**config.mk**
```make
export PLATFORM = sky130hd
export DESIGN_NAME = pgs_output_set
export DESIGN_NICKNAME = d
export VERILOG_FILES = /design/src/design/pgs_pkg.sv /design/src/design/pgs_pin_bit.sv /design/src/design/pgs_output_set.sv
export VERILOG_INCLUDE_DIRS = /design/src /design/src/design
export SDC_FILE = /design/constraint.sdc
export NUM_CORES = 1
export LEC_CHECK = 0
export BUFFER_PORTS_ARGS = -buffer_cell sky130_fd_sc_hd__buf_4
export CAP_MARGIN = 20
export CORE_ASPECT_RATIO = 0.6
export CORE_MARGIN = 2
export CORE_UTILIZATION = 48
export DETAILED_ROUTE_END_ITERATION = 6
export PLACE_DENSITY = 0.83
export SLEW_MARGIN = 20
export SYNTH_ARGS = -nofsm -noshare
export SYNTH_HDL_FRONTEND = slang
export SYNTH_HIERARCHICAL = 1
export SYNTH_SLANG_ARGS = --single-unit
```
**constraint.sdc**
```tcl
create_clock -name i_clock -period 1.6 [get_ports i_clock]
set_input_delay 0.08 -clock i_clock [delete_from_list [all_inputs] [get_ports i_clock]]
set_output_delay 0.08 -clock i_clock [all_outputs]
set_load 0.1 [all_outputs]
```
**src/design/pgs_consts.svh**
```systemverilog
// Constants for the pin output set block: offsets, field positions, resets.
// Assumes inclusion by the package and the top module only.
`ifndef PGS_CONSTS_SVH
`define PGS_CONSTS_SVH

// ----------------------------------------------------------------
// Register offsets (byte addresses)
// ----------------------------------------------------------------
`define PGS_OFF_OUTPUT_SET 8'h00
`define PGS_OFF_FUNC_SEL 8'h04
`define PGS_OFF_DIR 8'h08
`define PGS_OFF_LATCH 8'h0C
`define PGS_OFF_IMPL 8'h10

// ----------------------------------------------------------------
// Field positions
// ----------------------------------------------------------------
`define PGS_BIT_SLAVE_OUT 11
`define PGS_BIT_SLAVE_IN 10
`define PGS_BIT_SERIAL_CLOCK 9
`define PGS_BIT_ENABLE 8
`define PGS_CS_MSB 7
`define PGS_PIN_COUNT 12

// ----------------------------------------------------------------
// Reset values
// ----------------------------------------------------------------
`define PGS_RST_PINS 12'h000
`define PGS_RST_WORD 32'h0000_0000
`define PGS_RST_CS_IMPL 8'hFF

`endif

```
**src/design/pgs_pkg.sv**
```systemverilog
// Types for the pin output set block.
// Assumes pgs_consts.svh sits beside it.
`include "pgs_consts.svh"

package pgs_pkg;
    typedef logic [`PGS_PIN_COUNT-1:0] pgs_pins_t;
    typedef logic [7:0] pgs_addr_t;
    typedef logic [31:0] pgs_word_t;
endpackage

```
**src/design/pgs_pin_bit.sv**
```systemverilog
// One pin slice: output latch with set and clear, pad drive and enable.
// Assumes synchronous inputs on i_clock.
`timescale 1ns/10ps

module pgs_pin_bit (
    // Clock and reset
    input wire logic i_clock,
    input wire logic i_sys_rst,
    // Control
    input wire logic i_set,
    input wire logic i_clear,
    input wire logic i_gpio_mode,
    input wire logic i_dir_out,
    // Pad
    output logic o_latch,
    output logic o_pin_out,
    output logic o_pin_oe
);
    logic next_latch;

    // Set wins when both arrive in the same cycle
    always_comb begin
        next_latch = o_latch;
        if (i_clear) begin
            next_latch = 1'b0;
        end
        if (i_set) begin
            next_latch = 1'b1;
        end
    end

    always_ff @(posedge i_clock) begin
        if (i_sys_rst) begin
            o_latch <= 1'b0;
        end else begin
            o_latch <= next_latch;
        end
    end

    // Pad registered so the top sees flip-flop outputs only
    always_ff @(posedge i_clock) begin
        if (i_sys_rst) begin
            o_pin_out <= 1'b0;
            o_pin_oe <= 1'b0;
        end else begin
            o_pin_out <= next_latch & i_gpio_mode & i_dir_out;
            o_pin_oe <= i_gpio_mode & i_dir_out;
        end
    end
endmodule

```
**src/design/pgs_output_set.sv**
```systemverilog
// Pin output set register for the serial port pins used as general I/O.
// Assumes a simple strobe register port, synchronous pins, one clock.
//
// Functional notes
// - Bits 31-12 read zero, writes ignored
// - Bit 11 one sets slave-out latch
// - Bit 10 one sets slave-in latch
// - Bit 9 one sets serial clock latch
// - Bit 8 one sets enable latch
// - Bits 7-0 one set chip-select latches
// - Reads return live pin levels
// - Pin driven only when general-purpose output
// - Reset clears all latches to zero; upper bits read-only
// - Latch drives pin in general-purpose output mode
`timescale 1ns/10ps
`include "pgs_consts.svh"

module pgs_output_set #(
    parameter logic [7:0] CS_IMPL = `PGS_RST_CS_IMPL
) (
    // Clock and reset
    input wire logic i_clock,
    input wire logic i_sys_rst,
    // Register port
    input wire pgs_pkg::pgs_addr_t i_addr,
    input wire pgs_pkg::pgs_word_t i_wdata,
    input wire logic i_wr,
    input wire logic i_rd,
    output pgs_pkg::pgs_word_t o_rdata,
    // Pins: slave-out 11, slave-in 10, clock 9, enable 8, chip-selects 7-0
    input wire pgs_pkg::pgs_pins_t i_pin,
    output pgs_pkg::pgs_pins_t o_pin,
    output pgs_pkg::pgs_pins_t o_pin_oe,
    // Latch state for the neighbouring clear logic
    input wire pgs_pkg::pgs_pins_t i_latch_clear,
    output pgs_pkg::pgs_pins_t o_latch
);
    import pgs_pkg::*;

    // ----------------------------------------------------------------
    // Configuration registers
    // ----------------------------------------------------------------
    pgs_pins_t func_sel;
    pgs_pins_t dir_out;
    pgs_pins_t latch;
    pgs_pins_t set_mask;
    pgs_pins_t pin_mask;
    logic wr_set;

    assign pin_mask = {4'hF, CS_IMPL};
    assign wr_set = i_wr && (i_addr == `PGS_OFF_OUTPUT_SET);
    // Only low bits matter; upper write data is dropped
    assign set_mask = wr_set ? (i_wdata[`PGS_PIN_COUNT-1:0] & pin_mask)
                             : `PGS_RST_PINS;

    // Function select: 1 means general-purpose, 0 means serial function
    always_ff @(posedge i_clock) begin
        if (i_sys_rst) begin
            func_sel <= `PGS_RST_PINS;
        end else if (i_wr && i_addr == `PGS_OFF_FUNC_SEL) begin
            func_sel <= i_wdata[`PGS_PIN_COUNT-1:0] & pin_mask;
        end
    end

    always_ff @(posedge i_clock) begin
        if (i_sys_rst) begin
            dir_out <= `PGS_RST_PINS;
        end else if (i_wr && i_addr == `PGS_OFF_DIR) begin
            dir_out <= i_wdata[`PGS_PIN_COUNT-1:0] & pin_mask;
        end
    end

    // ----------------------------------------------------------------
    // Per-pin latches
    // ----------------------------------------------------------------
    genvar g;
    generate
        for (g = 0; g < `PGS_PIN_COUNT; g++) begin : g_pin
            pgs_pin_bit u_bit (
                .i_clock(i_clock),
                .i_sys_rst(i_sys_rst),
                .i_set(set_mask[g]),
                .i_clear(i_latch_clear[g]),
                .i_gpio_mode(func_sel[g]),
                .i_dir_out(dir_out[g]),
                .o_latch(latch[g]),
                .o_pin_out(o_pin[g]),
                .o_pin_oe(o_pin_oe[g])
            );
        end
    endgenerate

    // Latch flip-flops face the neighbour directly, no extra lag behind the pads
    assign o_latch = latch;

    // ----------------------------------------------------------------
    // Read path, data one cycle after the strobe
    // ----------------------------------------------------------------
    pgs_word_t next_rdata;

    always_comb begin
        next_rdata = `PGS_RST_WORD;
        if (i_rd) begin
            unique case (i_addr)
                `PGS_OFF_OUTPUT_SET: begin
                    next_rdata[`PGS_PIN_COUNT-1:0] = i_pin & pin_mask;
                end
                `PGS_OFF_FUNC_SEL: begin
                    next_rdata[`PGS_PIN_COUNT-1:0] = func_sel;
                end
                `PGS_OFF_DIR: begin
                    next_rdata[`PGS_PIN_COUNT-1:0] = dir_out;
                end
                `PGS_OFF_LATCH: begin
                    next_rdata[`PGS_PIN_COUNT-1:0] = latch;
                end
                `PGS_OFF_IMPL: begin
                    next_rdata[`PGS_PIN_COUNT-1:0] = pin_mask;
                end
                default: begin
                    next_rdata = `PGS_RST_WORD;
                end
            endcase
        end
    end

    always_ff @(posedge i_clock) begin
        if (i_sys_rst) begin
            o_rdata <= `PGS_RST_WORD;
        end else begin
            o_rdata <= next_rdata;
        end
    end
endmodule

```
==> results.yml, run 1 <==
detailed_routing:
  drt-initial-drc-count: 102
  ant_nets: 0
  avgRoutedWirePerCell_um: 14.7
  vias: 2565
  via_per_inst: 4.92
  drtPass1Iterations: 4
  drc: 0
  finalWirelength_mm: 7.68
floorplanning:
  coreArea_um2: 6590
  die_w_um: 110
  die_y_um: 67.5
  start_util_pct: 48.9
  boundaryPins: 136
  dieArea_um2: 7400
  rows: 23
power:
  power_density_nw_per_um2: 873
  p_leak_nw: 1.80
  total_power_mw: 3.69
  irDropWorstVdd_v: 0.000492
clock_network:
  cts_num_sinks: 72
  clock_latency_ps: 360
  cts_max_level: 3
  clockBufferDepth: 2
  cts-root-buf: "clkbuf_8"
  cts_made_buffers: 9
  cts_tree: "yes"
  clk_pin_slew_ps: 80
hold_path:
  worstHoldPathType: "in2reg"
  hp-start: "i_latch_clear[10]"
yosys:
  yosysWarnings: 6
  synth_seq_cells: 72
  yosys.area.top_type: "dfxtp_1"
  synthCells: 324
  syn_area_per_cell_um2: 9.94
  synthesis.area_um2: 3220
  synth-seq-area-share_pct: 44.8
  yosysTopAreaCellShare_pct: 44.8
  ys_types: 30
  synth_area_leaders: "dfxtp_1, mux2i_1, nand2b_1"
critical_path:
  rr_startpoint: "g_pin[3].u_bit/o_latch"
  cp_top_family: "flip-flops"
  start_kind: "flip-flop"
  crit_buf_inv: 1
  crit_type: "reg2out"
  slowest_delay_ps: 430
  cp.arrival_ps: 1120
  crit_required_ps: 1520
  cp_cell_sequence: "buf_4"
  worstSetupEndpointType: "output pin"
  path_max_fanout: 3
  worstSetupStartpoint: "g_pin[1].u_bit/o_latch"
  slowest_stage: "dfxtp_1"
timing:
  min_period_ps: 1200
  setup_viol: 0
  maxClockFrequency_mhz: 834
  timing.slew.headroom_pct: 64.3
  rsz0062_at_grt: "no"
  post-route-period-util_pct: 74.9
  fin_skew_ps: 8.09
  finalHoldViolations: 0
  tightest_slew_ps: 533
  maxSlewViolCount: 0
  worst_slack_ps: 401
  fin_setup_tns_ps: 0
status:
  status: "finished, final reports clean"
cells_and_area:
  n_fill_cell: 547
  antenna_cells: 0
  drive_gt1_share_pct: 37.1
  syn2layout_area_growth_pct: 31.1
  final_cell_count_no_fill: 521
  fin_area_um2: 4220
  final_nets: 497
grt:
  grt_max_degree: 73
  groute.usage.overall_pct: 21.9
  gr-total-overflow: 0
  antenna_found_initial: 0
  grt_pass1_vias: 2527
  grt_pass1_wl_mm: 12.1
place:
  gp_congestion: 0.740
  post-place-ws_ps: 71.8
  port_buffers: 95
  dp.final_hpwl_mm: 5.38
  dp.cells: 502
  placed_area_um2: 4000
run:
  maxCapViolCount: 0
-- metal layers --
metal	share of wire, %	vias to the layer above	global-route usage (%)	wire length (um)
li1	-	1257	-	-
met1	45	1209	26.9	3440
met2	47	91	36.0	3600
met3	7.7	8	8.49	592
met4	0.73	0	6.49	56
met5	0	-	0	0
-- what timing repair did --
| action | CTS | global route |
|---|---|---|
| resized for setup | 0 | 0 |
| hold buffers | 2 | 1 |
| hold endpoints to repair | 2 | 1 |
| setup buffers | 0 | 0 |
-- cells by family (layout without fill, tap and decap cells) --
logic type | Yosys count | in the layout | synth area share, %
other cells | 1 | 20 | 0.116
buf+inv | 47 | 138 | 8.27
compound gates | 48 | 48 | 10.7
flops | 72 | 72 | 44.8
simple gates | 120 | 120 | 24.5
mux | 36 | 36 | 11.7
-- path summary, 6_finish.rpt --
| path | to | slack (ps) | cells past startpoint |
|---|---|---|---|
| hold / removal | g_pin[10].u_bit/o_latch | 10 | 3 |
| setup reg to reg | o_rdata[3] | 650 | 3 |
| setup / recovery | o_latch[1] | 400 | 1 |
| hold reg to reg | func_sel[7] | 500 | 2 |
-- Yosys cell counts --
master,number
mux2i_1,24
nand3b_1,12
a21oi_1,12
conb_1,1
inv_1,12
and2b_1,2
nand2b_4,12
and3_2,1
clkbuf_2,1
o21ai_0,12
nor4b_1,1
dfxtp_1,72
buf_2,2
buf_4,21
nor4b_4,1
nor2_1,13
nand3_1,1
and3_1,1
and4b_1,1
buf_1,2
nand4b_1,1
and2_1,12
a211oi_2,12
clkbuf_1,8
buf_6,1
nand2b_1,36
mux2_2,12
a31oi_1,12
nand2_1,25
nor3_1,1
-- through the flow --
step / utilization [%] / hold WS, ps
3_3_place_gp: 60.6 / 361
2_1_floorplan: - / 145
3_5_place_dp: 60.6 / 376
5_1_grt: 64.1 / 4.46
4_1_cts: 63.9 / 0.281
6_report: 64.1 / 10.5
-- state kept, by name (all words and copies together), names as in the netlist --
name and count:
func_sel 12, dir_out 12, o_rdata 12, g_pin.u_bit/o_pin_oe 12, g_pin.u_bit/o_latch 12, g_pin.u_bit/o_pin_out 12
-- power breakdown --
part	total (mW)	internal (mW)	switching, mW
sequential	1.79	1.79	0.00105
clock	1.43	0.718	0.711
combinational	0.464	0.144	0.319
total	3.69	2.65	1.03
-- final cells by class --
class,instances,area (um^2),share of cell area (%)
repair buffers,110,846,20.0
clock inverters,7,72.6,1.72
inverters,12,45.0,1.07
flip-flops and latches,72,1440,34.1
well taps,87,109,2.58
multi-input cells,224,1580,37.5
clock buffers,9,124,2.93
-- placed cells by master, fill, tap and decap left out, drive strengths merged, types with 3 or more instances in the layout --
cell type	count
conb	20
mux2	12
dlygate4sd3	3
nor2	13
a211oi	12
nand2b	48
nand2	25
nand3b	12
a31oi	12
o21ai	12
a21oi	12
buf	107
clkinv	4
inv	12
and2	12
dfxtp	72
mux2i	24
clkbuf	9
Note: power is estimated with default switching activity, not from simulation.
==> inputs of run 2 (changes only) <==
Settings changed: ABC_AREA from default to 1, CORE_UTILIZATION 48 to 43, PLACE_DENSITY 0.83 to 0.79.
Clock period 1.6 ns to 1.05 ns, I/O delays scaled along.
==> results.yml, run 2 <==
yosys:
  synth_edf_count: 0
  synthesis.area_um2: 3140
  synthFlopType: "dfxtp_1"
  yosys.area.top_type: "dfxtp_1"
  yosysTopAreaCellShare_pct: 45.9
  yosysWarnings: 6
  synthTopCellsByCount: "nand2_1, dfxtp_1, nor2_1"
  async_reset_ff_share_pct: 0
  synth_area_leaders: "dfxtp_1, nand2_1, nor2_1"
  synth.most_common_cell: "nand2_1"
  ys_types: 22
  synthCells: 442
  synth-seq-area-share_pct: 45.9
  synth_seq_cells: 72
  syn_area_per_cell_um2: 7.11
grt:
  groute.usage.overall_pct: 22.9
  gr-total-overflow: 0
  grt_pass1_wl_mm: 14.1
  grt_pass1_vias: 2966
  grt_max_degree: 19
  antenna_found_initial: 0
clock_network:
  cts_tree: "yes"
  cts_max_level: 3
  clk_pin_slew_ps: 60
  clockBufferDepth: 2
  cts_num_sinks: 72
  cts-root-buf: "clkbuf_16"
  cts_made_buffers: 9
  clock_latency_ps: 340
power:
  power_density_nw_per_um2: 1430
  sequentialPowerShare_pct: 41.6
  total_power_mw: 6.57
  irDropWorstVdd_v: 0.000947
  p_leak_nw: 2.37
  p_sw_mw: 1.70
  p_int_mw: 4.87
  switching_share_pct: 25.9
  combPwrFrac_pct: 11.1
  power_frac_clock_pct: 47.3
critical_path:
  start_kind: "flip-flop"
  path_max_fanout: 3
  crit_required_ps: 1000
  cp_top_family: "flip-flops"
  cp.arrival_ps: 970
  slowest_stage: "dfxtp_2"
  slowest_delay_ps: 340
  crit_type: "reg2out"
  worstSetupEndpointType: "output pin"
  cp_cell_sequence: "buf_4"
  crit_buf_inv: 1
cells_and_area:
  syn2layout_area_growth_pct: 46.6
  antenna_cells: 0
  final_common_cell: "buf_4"
  final_nets: 644
  drive_gt1_share_pct: 28.7
  final_core_util_pct: 64.2
  most-common-layout-cells: "buf_4, nand2_1, nor2_1"
floorplanning:
  dieArea_um2: 8030
  coreArea_um2: 7180
  die_y_um: 70.2
  rows: 24
  boundaryPins: 136
  start_util_pct: 43.8
  die_w_um: 114
hold_path:
  worstHoldPathType: "in2reg"
place:
  gp_congestion: 0.802
  port_buffers: 95
  dp.final_hpwl_mm: 6.23
timing:
  fin_setup_tns_ps: 0
  post-route-period-util_pct: 97.0
  maxSlewViolCount: 0
  holdWs_ps: 33.4
  maxClockFrequency_mhz: 982
  finalHoldViolations: 0
  min_period_ps: 1020
  setup_viol: 0
  fin_skew_ps: 5.31
  rsz0062_at_grt: "no"
status:
  status: "finished, final reports clean"
detailed_routing:
  ant_nets: 0
  via_per_inst: 4.64
  drc: 0
  finalWirelength_mm: 8.71
  drt-initial-drc-count: 313
  drtPass1Iterations: 4
  avgRoutedWirePerCell_um: 13.0
  vias: 3118
run:
  maxCapViolCount: 0
run 2: cell families after synthesis:
logic type | Yosys count | share of synthesized area [%]
and+or+nand+nor | 238 | 33.2
buffers and inverters | 95 | 15.1
DFF | 72 | 45.9
AOI/OAI and AO/OA | 36 | 5.73
other | 1 | 0.119
run 2: layout make-up:
type                    count  area, um^2
flip-flops and latches     72        1460
clock buffers              10         239
inverters                  56         210
clock inverters             6        67.6
fillers                   626        2570
multi-input cells         294        1300
well taps                  91         114
repair buffers            143        1220
run 2: what timing repair did:
item	in CTS	in global routing
hold buffers	24	0
setup endpoints to repair	2	5
gates resized for setup	2	5
endpoints found under the hold margin	36	0
buffers inserted	0	0
run 2: metrics by stage:
| stage | setup slack, ps | cells | cell area [um^2] |
|---|---|---|---|
| after floorplan | 19.8 | 461 | 3230 |
| after global placement | -86.4 | 632 | 4040 |
| after detailed placement | -141 | 632 | 4040 |
| after CTS | 3.45 | 672 | 4590 |
| after global routing | 1.10 | 672 | 4610 |
| final | 31.2 | 672 | 4610 |
run 2: final timing paths:
| check | startpoint | endpoint | slack, ps | depth (start not counted) |
|---|---|---|---|---|
| setup / recovery | g_pin[8].u_bit/o_latch | o_latch[8] | 30 | 1 |
| hold / removal | i_pin[11] | o_rdata[11] | 30 | 5 |
| setup reg to reg | g_pin[9].u_bit/o_latch | o_rdata[9] | 140 | 4 |
| hold reg to reg | func_sel[8] | g_pin[8].u_bit/o_pin_oe | 470 | 2 |
run 2: worst reg2reg max path: stages (launching register included):
cell and delay, ps:
dfxtp_2 340, nand3_1 80, nand3_1 170, nor2_1 140, nor2_1 50
run 2: power groups by stage:
stage	logic (mW)	registers, mW	clock network [mW]
detailed placement	0.650	2.80	0
global route	0.767	2.74	3.31
CTS	0.724	2.74	3.17
global placement	0.645	2.80	0
finish	0.728	2.74	3.11
floorplan	0.469	2.80	0
run 2: layer usage:
layer	wire [um]	vias up	global-route usage [%]	share of wire, %
li1	-	1599	-	-
met2	4000	131	35.1	46
met4	52	0	6.78	0.60
met3	905	5	9.20	10
met5	0	-	0	0
met1	3750	1383	29.7	43
